$ cat config.mk
export PLATFORM = sky130hd
export DESIGN_NAME = phy_cable_diag_control_status
export DESIGN_NICKNAME = d
export VERILOG_FILES = /design/src/phy_cable_diag_control_status.v /design/src/cable_diag_engine.v
export VERILOG_INCLUDE_DIRS = /design/src
export SDC_FILE = /design/constraint.sdc
export NUM_CORES = 1
export LEC_CHECK = 0
export ABC_AREA = 1
export BUFFER_PORTS_ARGS = -buffer_cell sky130_fd_sc_hd__buf_2
export CAP_MARGIN = 20
export CORE_ASPECT_RATIO = 0.9
export CORE_UTILIZATION = 43
export CTS_BUF_LIST = sky130_fd_sc_hd__clkbuf_16
export DETAILED_ROUTE_END_ITERATION = 8
export PLACE_DENSITY_LB_ADDON = 0.08
export SYNTH_ARGS = -nofsm -noshare
export SYNTH_HDL_FRONTEND = slang
export SYNTH_SLANG_ARGS = --single-unit
$ cat constraint.sdc
create_clock -name clk_in -period 2.4 [get_ports clk_in]
set_input_delay 0.12 -clock clk_in [delete_from_list [all_inputs] [get_ports clk_in]]
set_output_delay 0.12 -clock clk_in [all_outputs]
set_load 0.1 [all_outputs]
$ cat src/phy_diag_regs.vh
// Constants for the port PHY special control/status slice and its
// cable diagnostic engine.
// Assumes inclusion by bare name from every design file that needs it.
`ifndef PHY_DIAG_REGS_VH
`define PHY_DIAG_REGS_VH

// ----------------------------------------------------------------------
// Bus widths
// ----------------------------------------------------------------------
`define ADDR_W 8
`define DATA_W 8
`define SYM_W 5
`define COUNT_W 9
`define TMO_W 24
`define INT_W 2

// ----------------------------------------------------------------------
// Register offsets
// ----------------------------------------------------------------------
`define OFS_P1_SPECIAL 8'h1a
`define OFS_P2_SPECIAL 8'h2a
`define OFS_DIST_LOW 8'h2b
`define OFS_P3_SPECIAL 8'h3a
`define OFS_P3_DIST 8'h3b
`define OFS_INT_STATUS 8'h80
`define OFS_INT_MASK 8'h81

// ----------------------------------------------------------------------
// Field positions of the special control/status register
// ----------------------------------------------------------------------
`define BIT_NEAR_SHORT 7
`define BIT_RESULT_HI 6
`define BIT_RESULT_LO 5
`define BIT_DIAG_START 4
`define BIT_LINK_OVR 3
`define BIT_RSVD 2
`define BIT_REMOTE_LB 1
`define BIT_COUNT_MSB 0
`define COUNT_LOW_HI 7

// ----------------------------------------------------------------------
// Interrupt status/mask bit positions
// ----------------------------------------------------------------------
`define INT_DIAG_DONE 0
`define INT_LINK_CHG 1

// ----------------------------------------------------------------------
// Diagnostic outcome codes
// ----------------------------------------------------------------------
`define RES_NORMAL 2'h0
`define RES_OPEN 2'h1
`define RES_SHORT 2'h2
`define RES_FAIL 2'h3

// ----------------------------------------------------------------------
// Reset values and timing
// ----------------------------------------------------------------------
`define RST_BYTE 8'h00
`define RST_COUNT 9'h000
`define RST_SYM 5'h00
`define RST_INT 2'h0
`define RST_TMO 24'h000000
`define CLK_MHZ 24'h000019
`define DIAG_TIMEOUT_US 24'h0003e8
`define COUNT_STEP_DM 4
`define NEAR_SHORT_DM 100

`endif

$ cat src/phy_cable_diag_control_status.v
// Port PHY special control/status slice: cable diagnostic control and
// results, link pass override, remote loopback for ports 1 and 2, and
// an interrupt on diagnostic completion and link change.
// Assumes a single-cycle register master on clk_in and PMA symbol
// streams that are already on clk_in; the line link level is async.
//
// Strobed register access was decided locally.
`timescale 1ns/1ps
`include "phy_diag_regs.vh"

// Overview of operation
// - Bit 7 flags short nearer than ten metres.
// - Bits 6:5 give outcome, reset to normal.
// - Writing bit 4 starts test, self-clears.
// - Bit 4 zero means results are valid.
// - Bit 1 loops receive pair to transmit.
// - Port 2 loop at offset 0x2a.
// - Port 1 loop through bit 1 of 0x1a.
// - Bit 0 shows fault count bit eight.
// - Next register holds count low byte.
// - Port 3 offsets stay reserved, unimplemented.
module phy_cable_diag_control_status #(
   parameter [`TMO_W-1:0] DIAG_TIMEOUT_CYCLES = `DIAG_TIMEOUT_US * `CLK_MHZ
) (
   input wire clk_in,
   input wire reset_n_in,
   input wire ce_in,
   input wire [`ADDR_W-1:0] addr_in,
   input wire [`DATA_W-1:0] wdata_in,
   input wire wr_in,
   input wire rd_in,
   output wire [`DATA_W-1:0] rdata_out,
   output wire irq_out,
   input wire line_link_in,
   output wire link_status_out,
   output wire diag_req_out,
   input wire diag_ack_in,
   input wire [1:0] diag_result_in,
   input wire [`COUNT_W-1:0] diag_count_in,
   input wire [`SYM_W-1:0] port1_receive_pair_sym_in,
   input wire [`SYM_W-1:0] port1_mac_tx_sym_in,
   output wire [`SYM_W-1:0] port1_transmit_pair_sym_out,
   input wire [`SYM_W-1:0] port2_receive_pair_sym_in,
   input wire [`SYM_W-1:0] port2_mac_tx_sym_in,
   output wire [`SYM_W-1:0] port2_transmit_pair_sym_out
);

   // ----------------------------------------------------------------------
   // Address decode
   // ----------------------------------------------------------------------

   function hit;
      input [`ADDR_W-1:0] addr;
      input [`ADDR_W-1:0] ofs;
      begin
         hit = (addr == ofs);
      end
   endfunction

   wire wr_p1;
   wire wr_p2;
   wire wr_int_status;
   wire wr_int_mask;

   // A strobe that meets ce_in low is lost; the master must not issue one
   // while the block is frozen.
   assign wr_p1 = wr_in && hit(addr_in, `OFS_P1_SPECIAL);
   assign wr_p2 = wr_in && hit(addr_in, `OFS_P2_SPECIAL);
   assign wr_int_status = wr_in && hit(addr_in, `OFS_INT_STATUS);
   assign wr_int_mask = wr_in && hit(addr_in, `OFS_INT_MASK);

   // ----------------------------------------------------------------------
   // Read strobe decode
   // ----------------------------------------------------------------------

   wire rd_p1;
   wire rd_p2;
   wire rd_dist;
   wire rd_int_status;
   wire rd_int_mask;
   wire rd_p3_hole;

   assign rd_p1 = rd_in && hit(addr_in, `OFS_P1_SPECIAL);
   assign rd_p2 = rd_in && hit(addr_in, `OFS_P2_SPECIAL);
   assign rd_dist = rd_in && hit(addr_in, `OFS_DIST_LOW);
   assign rd_int_status = rd_in && hit(addr_in, `OFS_INT_STATUS);
   assign rd_int_mask = rd_in && hit(addr_in, `OFS_INT_MASK);
   // port 3 holes
   // Port 3 has no PHY behind it; its two offsets are named here only so
   // that no later decode can quietly claim them.
   assign rd_p3_hole = rd_in && (hit(addr_in, `OFS_P3_SPECIAL) || hit(addr_in, `OFS_P3_DIST));

   // ----------------------------------------------------------------------
   // Control bits written by software
   // ----------------------------------------------------------------------

   reg link_ovr_ff;
   reg p2_loop_ff;
   reg p1_loop_ff;
   reg nxt_link_ovr;
   reg nxt_p2_loop;
   reg nxt_p1_loop;

   // Only port 2 carries the link override; the port 1 register keeps just
   // its loopback enable.
   always @* begin
      nxt_link_ovr = link_ovr_ff;
      nxt_p2_loop = p2_loop_ff;
      nxt_p1_loop = p1_loop_ff;
      if (wr_p2) begin
         nxt_link_ovr = wdata_in[`BIT_LINK_OVR];
         nxt_p2_loop = wdata_in[`BIT_REMOTE_LB];
      end
      if (wr_p1) begin
         nxt_p1_loop = wdata_in[`BIT_REMOTE_LB];
      end
   end

   always @(posedge clk_in or negedge reset_n_in) begin
      if (!reset_n_in) begin
         link_ovr_ff <= 1'b0;
         p2_loop_ff <= 1'b0;
         p1_loop_ff <= 1'b0;
      end else if (ce_in) begin
         link_ovr_ff <= nxt_link_ovr;
         p2_loop_ff <= nxt_p2_loop;
         p1_loop_ff <= nxt_p1_loop;
      end
   end

   // ----------------------------------------------------------------------
   // Cable diagnostic engine
   // ----------------------------------------------------------------------

   wire diag_start;
   wire diag_busy;
   wire diag_done;
   wire [1:0] diag_result;
   wire [`COUNT_W-1:0] diag_count;
   wire near_short;

   // start on written one
   // A one written while a test runs is absorbed; the test cannot be
   // aborted or restarted from software.
   assign diag_start = wr_p2 && wdata_in[`BIT_DIAG_START] && !diag_busy;

   // The engine keeps its last results until the next test completes, so
   // software may read them at leisure once bit 4 has fallen. A front end
   // that never answers is cut off after DIAG_TIMEOUT_CYCLES and reported
   // as a failed test.
   cable_diag_engine #(
      .TIMEOUT_CYCLES(DIAG_TIMEOUT_CYCLES)
   ) u_diag (
      .clk_in(clk_in),
      .reset_n_in(reset_n_in),
      .ce_in(ce_in),
      .start_in(diag_start),
      .ack_in(diag_ack_in),
      .fe_result_in(diag_result_in),
      .fe_count_in(diag_count_in),
      .busy_out(diag_busy),
      .done_out(diag_done),
      .req_out(diag_req_out),
      .result_ff(diag_result),
      .count_ff(diag_count),
      .near_short_ff(near_short)
   );

   // ----------------------------------------------------------------------
   // Line link level and override
   // ----------------------------------------------------------------------

   // The line level comes from the analog signal detector, so it is
   // brought onto clk_in before anything looks at it.
   reg link_meta_ff;
   reg link_sync_ff;
   reg link_out_ff;
   reg nxt_link_out;

   // The override only touches the reported level; the detector keeps
   // running, so clearing it brings back the true line state on the next edge.
   always @* begin
      nxt_link_out = link_ovr_ff | link_sync_ff;
   end

   // The event is taken from the next value, so it lands on the same edge
   // as the visible change on link_status_out.
   wire link_change;
   assign link_change = (nxt_link_out != link_out_ff);

   always @(posedge clk_in or negedge reset_n_in) begin
      if (!reset_n_in) begin
         link_meta_ff <= 1'b0;
         link_sync_ff <= 1'b0;
         link_out_ff <= 1'b0;
      end else if (ce_in) begin
         link_meta_ff <= line_link_in;
         link_sync_ff <= link_meta_ff;
         link_out_ff <= nxt_link_out;
      end
   end

   assign link_status_out = link_out_ff;

   // ----------------------------------------------------------------------
   // Remote loopback symbol paths
   // ----------------------------------------------------------------------

   reg [`SYM_W-1:0] p1_tx_ff;
   reg [`SYM_W-1:0] p2_tx_ff;
   reg [`SYM_W-1:0] nxt_p1_tx;
   reg [`SYM_W-1:0] nxt_p2_tx;

   // Turning around at the PMA keeps the MAC and switch fabric out of the
   // loop, so a far tester sees its own symbols one cycle later.
   always @* begin
      // Each port's select comes only from its own register.
      // turn receive around
      nxt_p1_tx = p1_loop_ff ? port1_receive_pair_sym_in : port1_mac_tx_sym_in;
      nxt_p2_tx = p2_loop_ff ? port2_receive_pair_sym_in : port2_mac_tx_sym_in;
   end

   always @(posedge clk_in or negedge reset_n_in) begin
      if (!reset_n_in) begin
         p1_tx_ff <= `RST_SYM;
         p2_tx_ff <= `RST_SYM;
      end else if (ce_in) begin
         p1_tx_ff <= nxt_p1_tx;
         p2_tx_ff <= nxt_p2_tx;
      end
   end

   assign port1_transmit_pair_sym_out = p1_tx_ff;
   assign port2_transmit_pair_sym_out = p2_tx_ff;

   // ----------------------------------------------------------------------
   // Interrupt status and mask
   // ----------------------------------------------------------------------

   reg [`INT_W-1:0] int_status_ff;
   reg [`INT_W-1:0] int_mask_ff;
   reg [`INT_W-1:0] nxt_int_status;
   reg [`INT_W-1:0] nxt_int_mask;
   reg [`INT_W-1:0] int_events;

   always @* begin
      int_events = `RST_INT;
      int_events[`INT_DIAG_DONE] = diag_done;
      int_events[`INT_LINK_CHG] = link_change;
      nxt_int_status = int_status_ff;
      if (wr_int_status) begin
         nxt_int_status = int_status_ff & ~wdata_in[`INT_W-1:0];
      end
      // An event in the clearing cycle must survive the write.
      nxt_int_status = nxt_int_status | int_events;
      nxt_int_mask = int_mask_ff;
      if (wr_int_mask) begin
         nxt_int_mask = wdata_in[`INT_W-1:0];
      end
   end

   always @(posedge clk_in or negedge reset_n_in) begin
      if (!reset_n_in) begin
         int_status_ff <= `RST_INT;
         int_mask_ff <= `RST_INT;
      end else if (ce_in) begin
         int_status_ff <= nxt_int_status;
         int_mask_ff <= nxt_int_mask;
      end
   end

   // Masking hides an event from irq_out but never stops it being recorded.
   assign irq_out = |(int_status_ff & int_mask_ff);

   // ----------------------------------------------------------------------
   // Read data
   // ----------------------------------------------------------------------

   reg [`DATA_W-1:0] rdata_ff;
   reg [`DATA_W-1:0] nxt_rdata;
   reg [`DATA_W-1:0] p2_view;
   reg [`DATA_W-1:0] p1_view;
   reg [`DATA_W-1:0] int_view;
   reg [`DATA_W-1:0] mask_view;

   always @* begin
      p2_view = `RST_BYTE;
      p2_view[`BIT_NEAR_SHORT] = near_short;
      p2_view[`BIT_RESULT_HI:`BIT_RESULT_LO] = diag_result;
      p2_view[`BIT_DIAG_START] = diag_busy;
      p2_view[`BIT_LINK_OVR] = link_ovr_ff;
      p2_view[`BIT_RSVD] = 1'b0;
      p2_view[`BIT_REMOTE_LB] = p2_loop_ff;
      p2_view[`BIT_COUNT_MSB] = diag_count[`COUNT_W-1];

      p1_view = `RST_BYTE;
      p1_view[`BIT_REMOTE_LB] = p1_loop_ff;

      int_view = `RST_BYTE;
      int_view[`INT_W-1:0] = int_status_ff;
      mask_view = `RST_BYTE;
      mask_view[`INT_W-1:0] = int_mask_ff;

      nxt_rdata = `RST_BYTE;
      if (rd_p2) begin
         nxt_rdata = p2_view;
      end else if (rd_dist) begin
         nxt_rdata = diag_count[`COUNT_LOW_HI:0];
      end else if (rd_p1) begin
         nxt_rdata = p1_view;
      end else if (rd_int_status) begin
         nxt_rdata = int_view;
      end else if (rd_int_mask) begin
         nxt_rdata = mask_view;
      end else if (rd_p3_hole) begin
         nxt_rdata = `RST_BYTE;
      end else begin
         // Other holes, and cycles with no read, return zero.
         nxt_rdata = `RST_BYTE;
      end
   end

   // Read data stand only in the cycle after the strobe, so a stale
   // value can never be taken for a fresh read.
   always @(posedge clk_in or negedge reset_n_in) begin
      if (!reset_n_in) begin
         rdata_ff <= `RST_BYTE;
      end else if (ce_in) begin
         rdata_ff <= nxt_rdata;
      end
   end

   assign rdata_out = rdata_ff;

endmodule

$ cat src/cable_diag_engine.v
// Cable diagnostic sequencer: requests a measurement from the analog
// front end and captures outcome, fault count and near short flag.
// Assumes the front end answers on clk_in with a one-cycle acknowledge.
`timescale 1ns/1ps
`include "phy_diag_regs.vh"

module cable_diag_engine #(
   parameter [`TMO_W-1:0] TIMEOUT_CYCLES = `DIAG_TIMEOUT_US * `CLK_MHZ
) (
   input wire clk_in,
   input wire reset_n_in,
   input wire ce_in,
   input wire start_in,
   input wire ack_in,
   input wire [1:0] fe_result_in,
   input wire [`COUNT_W-1:0] fe_count_in,
   output wire busy_out,
   output reg done_out,
   output wire req_out,
   output reg [1:0] result_ff,
   output reg [`COUNT_W-1:0] count_ff,
   output reg near_short_ff
);

   localparam [1:0] ST_IDLE = 2'b01;
   localparam [1:0] ST_RUN = 2'b10;
   localparam integer NEAR_DIV = `NEAR_SHORT_DM / `COUNT_STEP_DM;
   localparam [`COUNT_W-1:0] NEAR_LIMIT = NEAR_DIV[`COUNT_W-1:0];

   reg [1:0] state_ff;
   reg [1:0] nxt_state;
   reg [`TMO_W-1:0] tmo_ff;
   reg [`TMO_W-1:0] nxt_tmo;
   wire timed_out;

   assign timed_out = (tmo_ff >= TIMEOUT_CYCLES - 24'd1);
   assign busy_out = state_ff[1];
   assign req_out = state_ff[1];

   always @* begin
      nxt_state = state_ff;
      nxt_tmo = tmo_ff;
      done_out = 1'b0;
      case (state_ff)
         ST_IDLE: begin
            nxt_tmo = `RST_TMO;
            if (start_in) begin
               nxt_state = ST_RUN;
            end
         end
         ST_RUN: begin
            nxt_tmo = tmo_ff + 24'd1;
            if (ack_in || timed_out) begin
               nxt_state = ST_IDLE;
               done_out = ce_in;
            end
         end
         default: begin
            nxt_state = ST_IDLE;
         end
      endcase
   end

   always @(posedge clk_in or negedge reset_n_in) begin
      if (!reset_n_in) begin
         state_ff <= ST_IDLE;
         tmo_ff <= `RST_TMO;
         result_ff <= `RES_NORMAL;
         count_ff <= `RST_COUNT;
         near_short_ff <= 1'b0;
      end else if (ce_in) begin
         state_ff <= nxt_state;
         tmo_ff <= nxt_tmo;
         if (state_ff[1] && ack_in) begin
            result_ff <= fe_result_in;
            count_ff <= fe_count_in;
            near_short_ff <= (fe_result_in == `RES_SHORT) && (fe_count_in < NEAR_LIMIT);
         end else if (state_ff[1] && timed_out) begin
            // A silent front end must not leave the start bit stuck high.
            result_ff <= `RES_FAIL;
            count_ff <= `RST_COUNT;
            near_short_ff <= 1'b0;
         end
      end
   end

endmodule

==> out/qor.txt, run 1 <==
Post-Syn Nets - 544
Routed WL - 8310 um
Max Cap Viol - 0
Die H - 89.2 um
required time of the worst setup path - 2.62 ns
CP cell instances - inv_1 > ha_1 > inv_1 > nand2_4 > nor2_2 > nand2_1 > nor2_4 > nand2_1 > o21ai_1 > o21ai_0 > nand2_1 > inv_1
Worst path max stage delay - 0.42 ns
distinct cell type count after synthesis - 35
Slew HR - 43.8%
Comb pwr share - 23.9%
vias in the first global route - 2974
GRT overflow - 0
later-pin clock latency in the skew report - 0.32 ns
area growth from synthesis to layout - 19.4%
kind of critical path - reg -> reg
Sw Pwr - 0.00115 W
Highest Clock Rate - 494 MHz
clock share of power - 36.6%
row count - 31
Worst-Margin Slew - 0.842 ns
sequential-to-total area share from yosys stat - 45.5%
Wirelength per Cell - 12.5 um
H-Tree Depth - 3
Critical Path AT - 2.24 ns
TNS Setup - 0 ns
Placement Setup Slack - 0.411 ns
final hold slack - -0.00793 ns
hpwl dp - 6120 um
CTS max path bufs - 2
pwr dens - 788 mW/mm^2
hold buffers post-CTS - 0
core footprint - 0.00811 sq mm
crit path capture type - flip-flop
Reg-to-Reg Start - u_diag.state_ff[1]
VDD IR max - 0.439 mV
Final #Nets - 616
final setup fails - 0
status - finished with violations
worst-path maximum fanout - 11
Initial DRC Count - 188
clock sink count - 66
share of cells above drive strength 1 - 21.1%
internal power component - 0.00226 W
ANT nets after route - 0
post-synthesis register bit count - 66
Worst R2R End - u_diag.tmo_ff[10]
most frequent cells in the layout - nand2_1, buf_2, dfrtp_1, nor2_1, inv_1
Finished Layout Cells - 663
Gate Count Post-Synth - 487
Initial Util - 44.8%
antenna cells - 0
Die Wd - 98.8 um
GP Congestion - 0.865
Post-Syn Area - 0.00363 sq mm
io pins - 75
Syn Area/Cell - 7.45 sq um
failing checks - hold timing
IO Port Bufs - 70
unrepaired setup endpoints after global routing - false
Hold Fails Final Rpt - 20
worst min path class - in -> async
All-Layer GR Usage - 20.1%
largest net degree at the start of global routing - 67
Die ar. - 0.00881 sq mm
Pleak - 2.18 nW
CTS tree - yes
sw frac - 33.7%
Root Driver - clkbuf_16
router iterations before antenna repair - 4
commonest non-fill, non-tap cell in the layout - nand2_1
final setup margin - 0.376 ns
R2R cell count - 12
CTS Buf Count - 9
flop2flop setup slack - 0.38 ns
placed cell count - 647
Clock Pin Slew Worst Setup and Hold Paths - 0.05 ns
post_cts resized - 0
first-pass GRT wire length - 13800 um
Pins Over Slew Limit - 0
drt drc - 0
synth warn - 0
Vias - 3303
highest-delay cell along the critical path - dfrtp_2
DR vias/cell - 4.98
period utilization - 84.3%
Final Critical Period - 2.02 ns
Clock Skews - 0.00449 ns
Worst setup SP type - flip-flop
initial antenna violation count - 0
Post CTS Setup Buffer Count - 0
Reg power frac - 39.5%
-- flip-flops by register name, summed over array words and instances (netlist names), 2 cells and up --
name / cells
port2_transmit_pair_sym_out: 5
int_status_ff: 2
u_diag.tmo_ff: 24
u_diag.result_ff: 2
u_diag.state_ff: 2
port1_transmit_pair_sym_out: 5
int_mask_ff: 2
rdata_out: 8
u_diag.count_ff: 9
-- power groups by stage --
stage | Clock (W) | Sequential (W) | Combinational, W
after floorplan | 0 | 0.00151 | 0.000480
final | 0.00125 | 0.00135 | 0.000815
after detailed placement | 0 | 0.00136 | 0.000815
after CTS | 0.00129 | 0.00135 | 0.000820
after global placement | 0 | 0.00136 | 0.000805
after global routing | 0.00134 | 0.00137 | 0.000914
-- through the flow --
stage	utilization [%]	hold WS [ns]	total power [W]	instance area [sq um]
2_1_floorplan	-	-0.176	0.00199	3630
3_3_place_gp	49.9	0.349	0.00217	4050
3_5_place_dp	49.9	0.349	0.00218	4050
4_1_cts	53.5	0.0120	0.00346	4330
5_1_grt	53.5	0.0396	0.00362	4330
6_report	53.5	-0.00793	0.00341	4330
-- how the worst max path moves through the flow --
stage,startpoint,to,slack (ns),depth (start not counted)
after floorplan,u_diag.state_ff[1],u_diag.tmo_ff[19],0.27,13
after global placement,u_diag.state_ff[1],u_diag.tmo_ff[10],0.44,10
after detailed placement,u_diag.state_ff[1],u_diag.tmo_ff[10],0.41,10
after CTS,u_diag.state_ff[1],u_diag.tmo_ff[10],0.39,10
after global routing,u_diag.state_ff[1],u_diag.tmo_ff[10],0.19,10
final,u_diag.state_ff[1],u_diag.tmo_ff[10],0.38,12
-- kinds of logic (layout without fill, tap and decap cells) --
kind of cell | count (synthesis) | in the layout | share of synthesized area (%)
buffers and inverters | 66 | 143 | 7.76
flip-flops | 66 | 66 | 45.5
adder cells (fa/ha/maj) | 3 | 3 | 1.03
AND/OR/NAND/NOR | 273 | 273 | 32.6
AO/OA/AOI/OAI | 79 | 79 | 13.1
-- final cells by class --
| class | instances | area, sq um |
|---|---|---|
| fill | 814 | 3770 |
| tap | 99 | 124 |
| timing repair buffer | 73 | 373 |
| clock buffer | 9 | 225 |
| clock inverter | 7 | 60.1 |
| sequential | 66 | 1650 |
| inverter | 54 | 203 |
| multi-input combinational | 355 | 1700 |
-- synth_stat cells --
library cell | number | share of area, %
buf_6 | 4 | 1.2
buf_2 | 3 | 0.41
nor2_4 | 4 | 1.2
a22o_1 | 1 | 0.24
nand3_2 | 2 | 0.55
dfrtp_1 | 65 | 45
nand2_1 | 154 | 16
o21ai_1 | 2 | 0.28
inv_2 | 1 | 0.10
o31ai_1 | 2 | 0.41
o2111ai_1 | 2 | 0.48
nand2_4 | 1 | 0.31
a211oi_1 | 1 | 0.21
nand4_1 | 11 | 1.9
a31oi_1 | 1 | 0.17
o21ai_0 | 39 | 5.4
nor3_2 | 1 | 0.28
o21ai_2 | 13 | 3.1
nand3_1 | 29 | 4.0
o21a_1 | 1 | 0.21
nand2_2 | 3 | 0.52
nor2_1 | 58 | 6.0
clkbuf_1 | 5 | 0.52
nor3_1 | 5 | 0.69
o21bai_1 | 1 | 0.21
clkinv_1 | 2 | 0.21
dfstp_2 | 1 | 0.72
nor4_2 | 1 | 0.34
ha_1 | 3 | 1.0
nor2_2 | 2 | 0.34
or2_0 | 1 | 0.17
a21oi_1 | 15 | 2.1
o21ba_2 | 1 | 0.28
inv_1 | 51 | 5.3
nor3b_2 | 1 | 0.34
-- worst max-delay path, delay by kind of cell, from the launching register on --
kind	cells	cell delay [ns]
adder cells (fa/ha/maj)	1	0.29
buffers and inverters	3	0.24
flip-flops	1	0.42
AND/OR/NAND/NOR	6	0.69
AO/OA/AOI/OAI	2	0.29
-- layer usage --
| layer | share of wire, % | vias up | global-route usage (%) |
|---|---|---|---|
| li1 | - | 1713 | - |
| met1 | 51 | 1509 | 28.2 |
| met2 | 44 | 76 | 31.3 |
| met3 | 4.3 | 5 | 5.55 |
| met4 | 0.47 | 0 | 4.34 |
| met5 | 0 | - | 0 |
Note: power is estimated with default switching activity, not from simulation.
==> run 2: changes to the inputs <==
- clock period: 2.4 -> 2.1 ns (I/O delays scaled with it)
==> run 2 against run 1 <==
The run now ends clean. Register-to-register slack lost 0.21 ns. Design area grew 3.6%. Total power up 27%. Cell count grew 1.2%. Critical path type unchanged. Critical endpoint is now u_diag.tmo_ff[14].
==> out/qor.txt, run 2 (same netlist as run 1, synthesis figures left out) <==
Slew HR - 50.2%
vias in the first global route - 2919
Highest Clock Rate - 517 MHz
area growth from synthesis to layout - 23.8%
kind of critical path - reg -> reg
Hold Path End - link_ovr_ff
CTS Buf Count - 9
antenna cells - 0
required time of the worst setup path - 2.32 ns
Max Cap Viol - 0
final design utilization - 55.4%
CTS max path bufs - 2
Min-Delay Path Depth - 3
worst-path maximum fanout - 9
Die Wd - 98.8 um
drt drc - 0
TNS Setup - 0 ns
row count - 31
period utilization - 92.1%
first-pass GRT wire length - 13600 um
status - finished, final reports clean
Vias - 3316
H-Tree Depth - 3
Worst-Margin Slew - 0.746 ns
largest net degree at the start of global routing - 25
flop2flop setup slack - 0.17 ns
worst min path class - in -> reg
Reg-to-Reg Start - u_diag.state_ff[1]
CTS tree - yes
Critical Path AT - 2.15 ns
core footprint - 0.00811 sq mm
GP Congestion - 0.834
max reg flops - 24
Clock Pin Slew Worst Setup and Hold Paths - 0.06 ns
Initial Util - 44.8%
Clock Skews - 0.00688 ns
DR vias/cell - 4.94
Final #Nets - 624
Hold Path Origin - wdata_in[3]
Die ar. - 0.00881 sq mm
GRT overflow - 0
pwr dens - 962 mW/mm^2
crit path capture type - flip-flop
Final Critical Period - 1.93 ns
All-Layer GR Usage - 19.6%
final setup fails - 0
Routed WL - 8400 um
Worst R2R End - u_diag.tmo_ff[14]
Die H - 89.2 um
later-pin clock latency in the skew report - 0.33 ns
share of cells above drive strength 1 - 22.6%
Root Driver - clkbuf_16
unrepaired setup endpoints after global routing - false
most frequent cells in the layout - nand2_1, buf_2, dfrtp_1, nor2_1, inv_1
Power Total - 0.00432 W
VDD IR max - 0.575 mV
initial antenna violation count - 0
router iterations before antenna repair - 4
Largest Register - u_diag.tmo_ff
io pins - 75
IO Port Bufs - 70
Pins Over Slew Limit - 0
ANT nets after route - 0
Pleak - 2.26 nW
Worst setup SP type - flip-flop
Wirelength per Cell - 12.5 um
clock sink count - 66
Hold Fails Final Rpt - 0
hpwl dp - 6220 um
R2R cell count - 10
commonest non-fill, non-tap cell in the layout - nand2_1
Initial DRC Count - 182
-- run 2: cell count changes in the layout (fill, tap and decap cells not counted), sizes merged --
cell / delta
buf: +6
clkinv: -3
bufinv: +2
dlygate4sd3: +2
inv: +1
-- run 2: where the power goes --
| group | switching [W] | internal, W |
|---|---|---|
| registers | 0.000109 | 0.00143 |
| clock network | 0.000608 | 0.00117 |
| logic | 0.000693 | 0.000308 |
| total | 0.00141 | 0.00291 |
-- run 2: timing repair --
action                                 CTS  global route
endpoints found under the hold margin   20             0
setup buffers                            0             1
setup endpoints to repair                0             3
resized for setup                        0             3
hold buffers                             2             0
-- run 2: worst max-delay path, cell delays in order (launching register included) --
cell and delay (ns):
dfrtp_4 0.51, inv_1 0.11, ha_1 0.24, inv_1 0.11, nand2_4 0.11, nor2_4 0.13, nand2_2 0.09, nor2_4 0.13
nand4_1 0.14, o21ai_0 0.20, nor2_1 0.06
-- run 2: worst max-delay path by stage --
stage	from	end	slack, ns	depth (start not counted)
final	u_diag.state_ff[1]	u_diag.tmo_ff[14]	0.17	10
after global routing	u_diag.state_ff[1]	u_diag.tmo_ff[10]	0.01	12
after CTS	u_diag.state_ff[1]	u_diag.tmo_ff[10]	0.09	12
after detailed placement	u_diag.state_ff[1]	u_diag.tmo_ff[10]	0.09	12
after global placement	u_diag.state_ff[1]	u_diag.tmo_ff[10]	0.14	12
after floorplan	u_diag.state_ff[1]	u_diag.tmo_ff[19]	0.08	13
-- run 2: metal layers --
layer	wire length (um)	track usage, %
met5	0	0
met3	370	5.08
met4	82	4.48
met2	3570	31.1
met1	4370	27.1
-- run 2: final cells by class --
class,count,area (sq um)
inverter,54,203
timing repair buffer,81,450
sequential,66,1660
clock buffer,9,225
tap,99,124
multi-input combinational,355,1710
clock inverter,7,126
fill,778,3610
-- run 2: per-stage QoR --
| step | hold WS (ns) | cells | instance area, sq um | worst slack (ns) |
|---|---|---|---|---|
| after global placement | 0.141 | 652 | 4100 | 0.139 |
| after detailed placement | 0.132 | 652 | 4100 | 0.0907 |
| after CTS | 0.0316 | 670 | 4470 | 0.0853 |
| final | 0.0386 | 671 | 4490 | 0.165 |
| after floorplan | -0.191 | 487 | 3630 | 0.0806 |
| after global routing | 0.0511 | 671 | 4490 | 0.0113 |
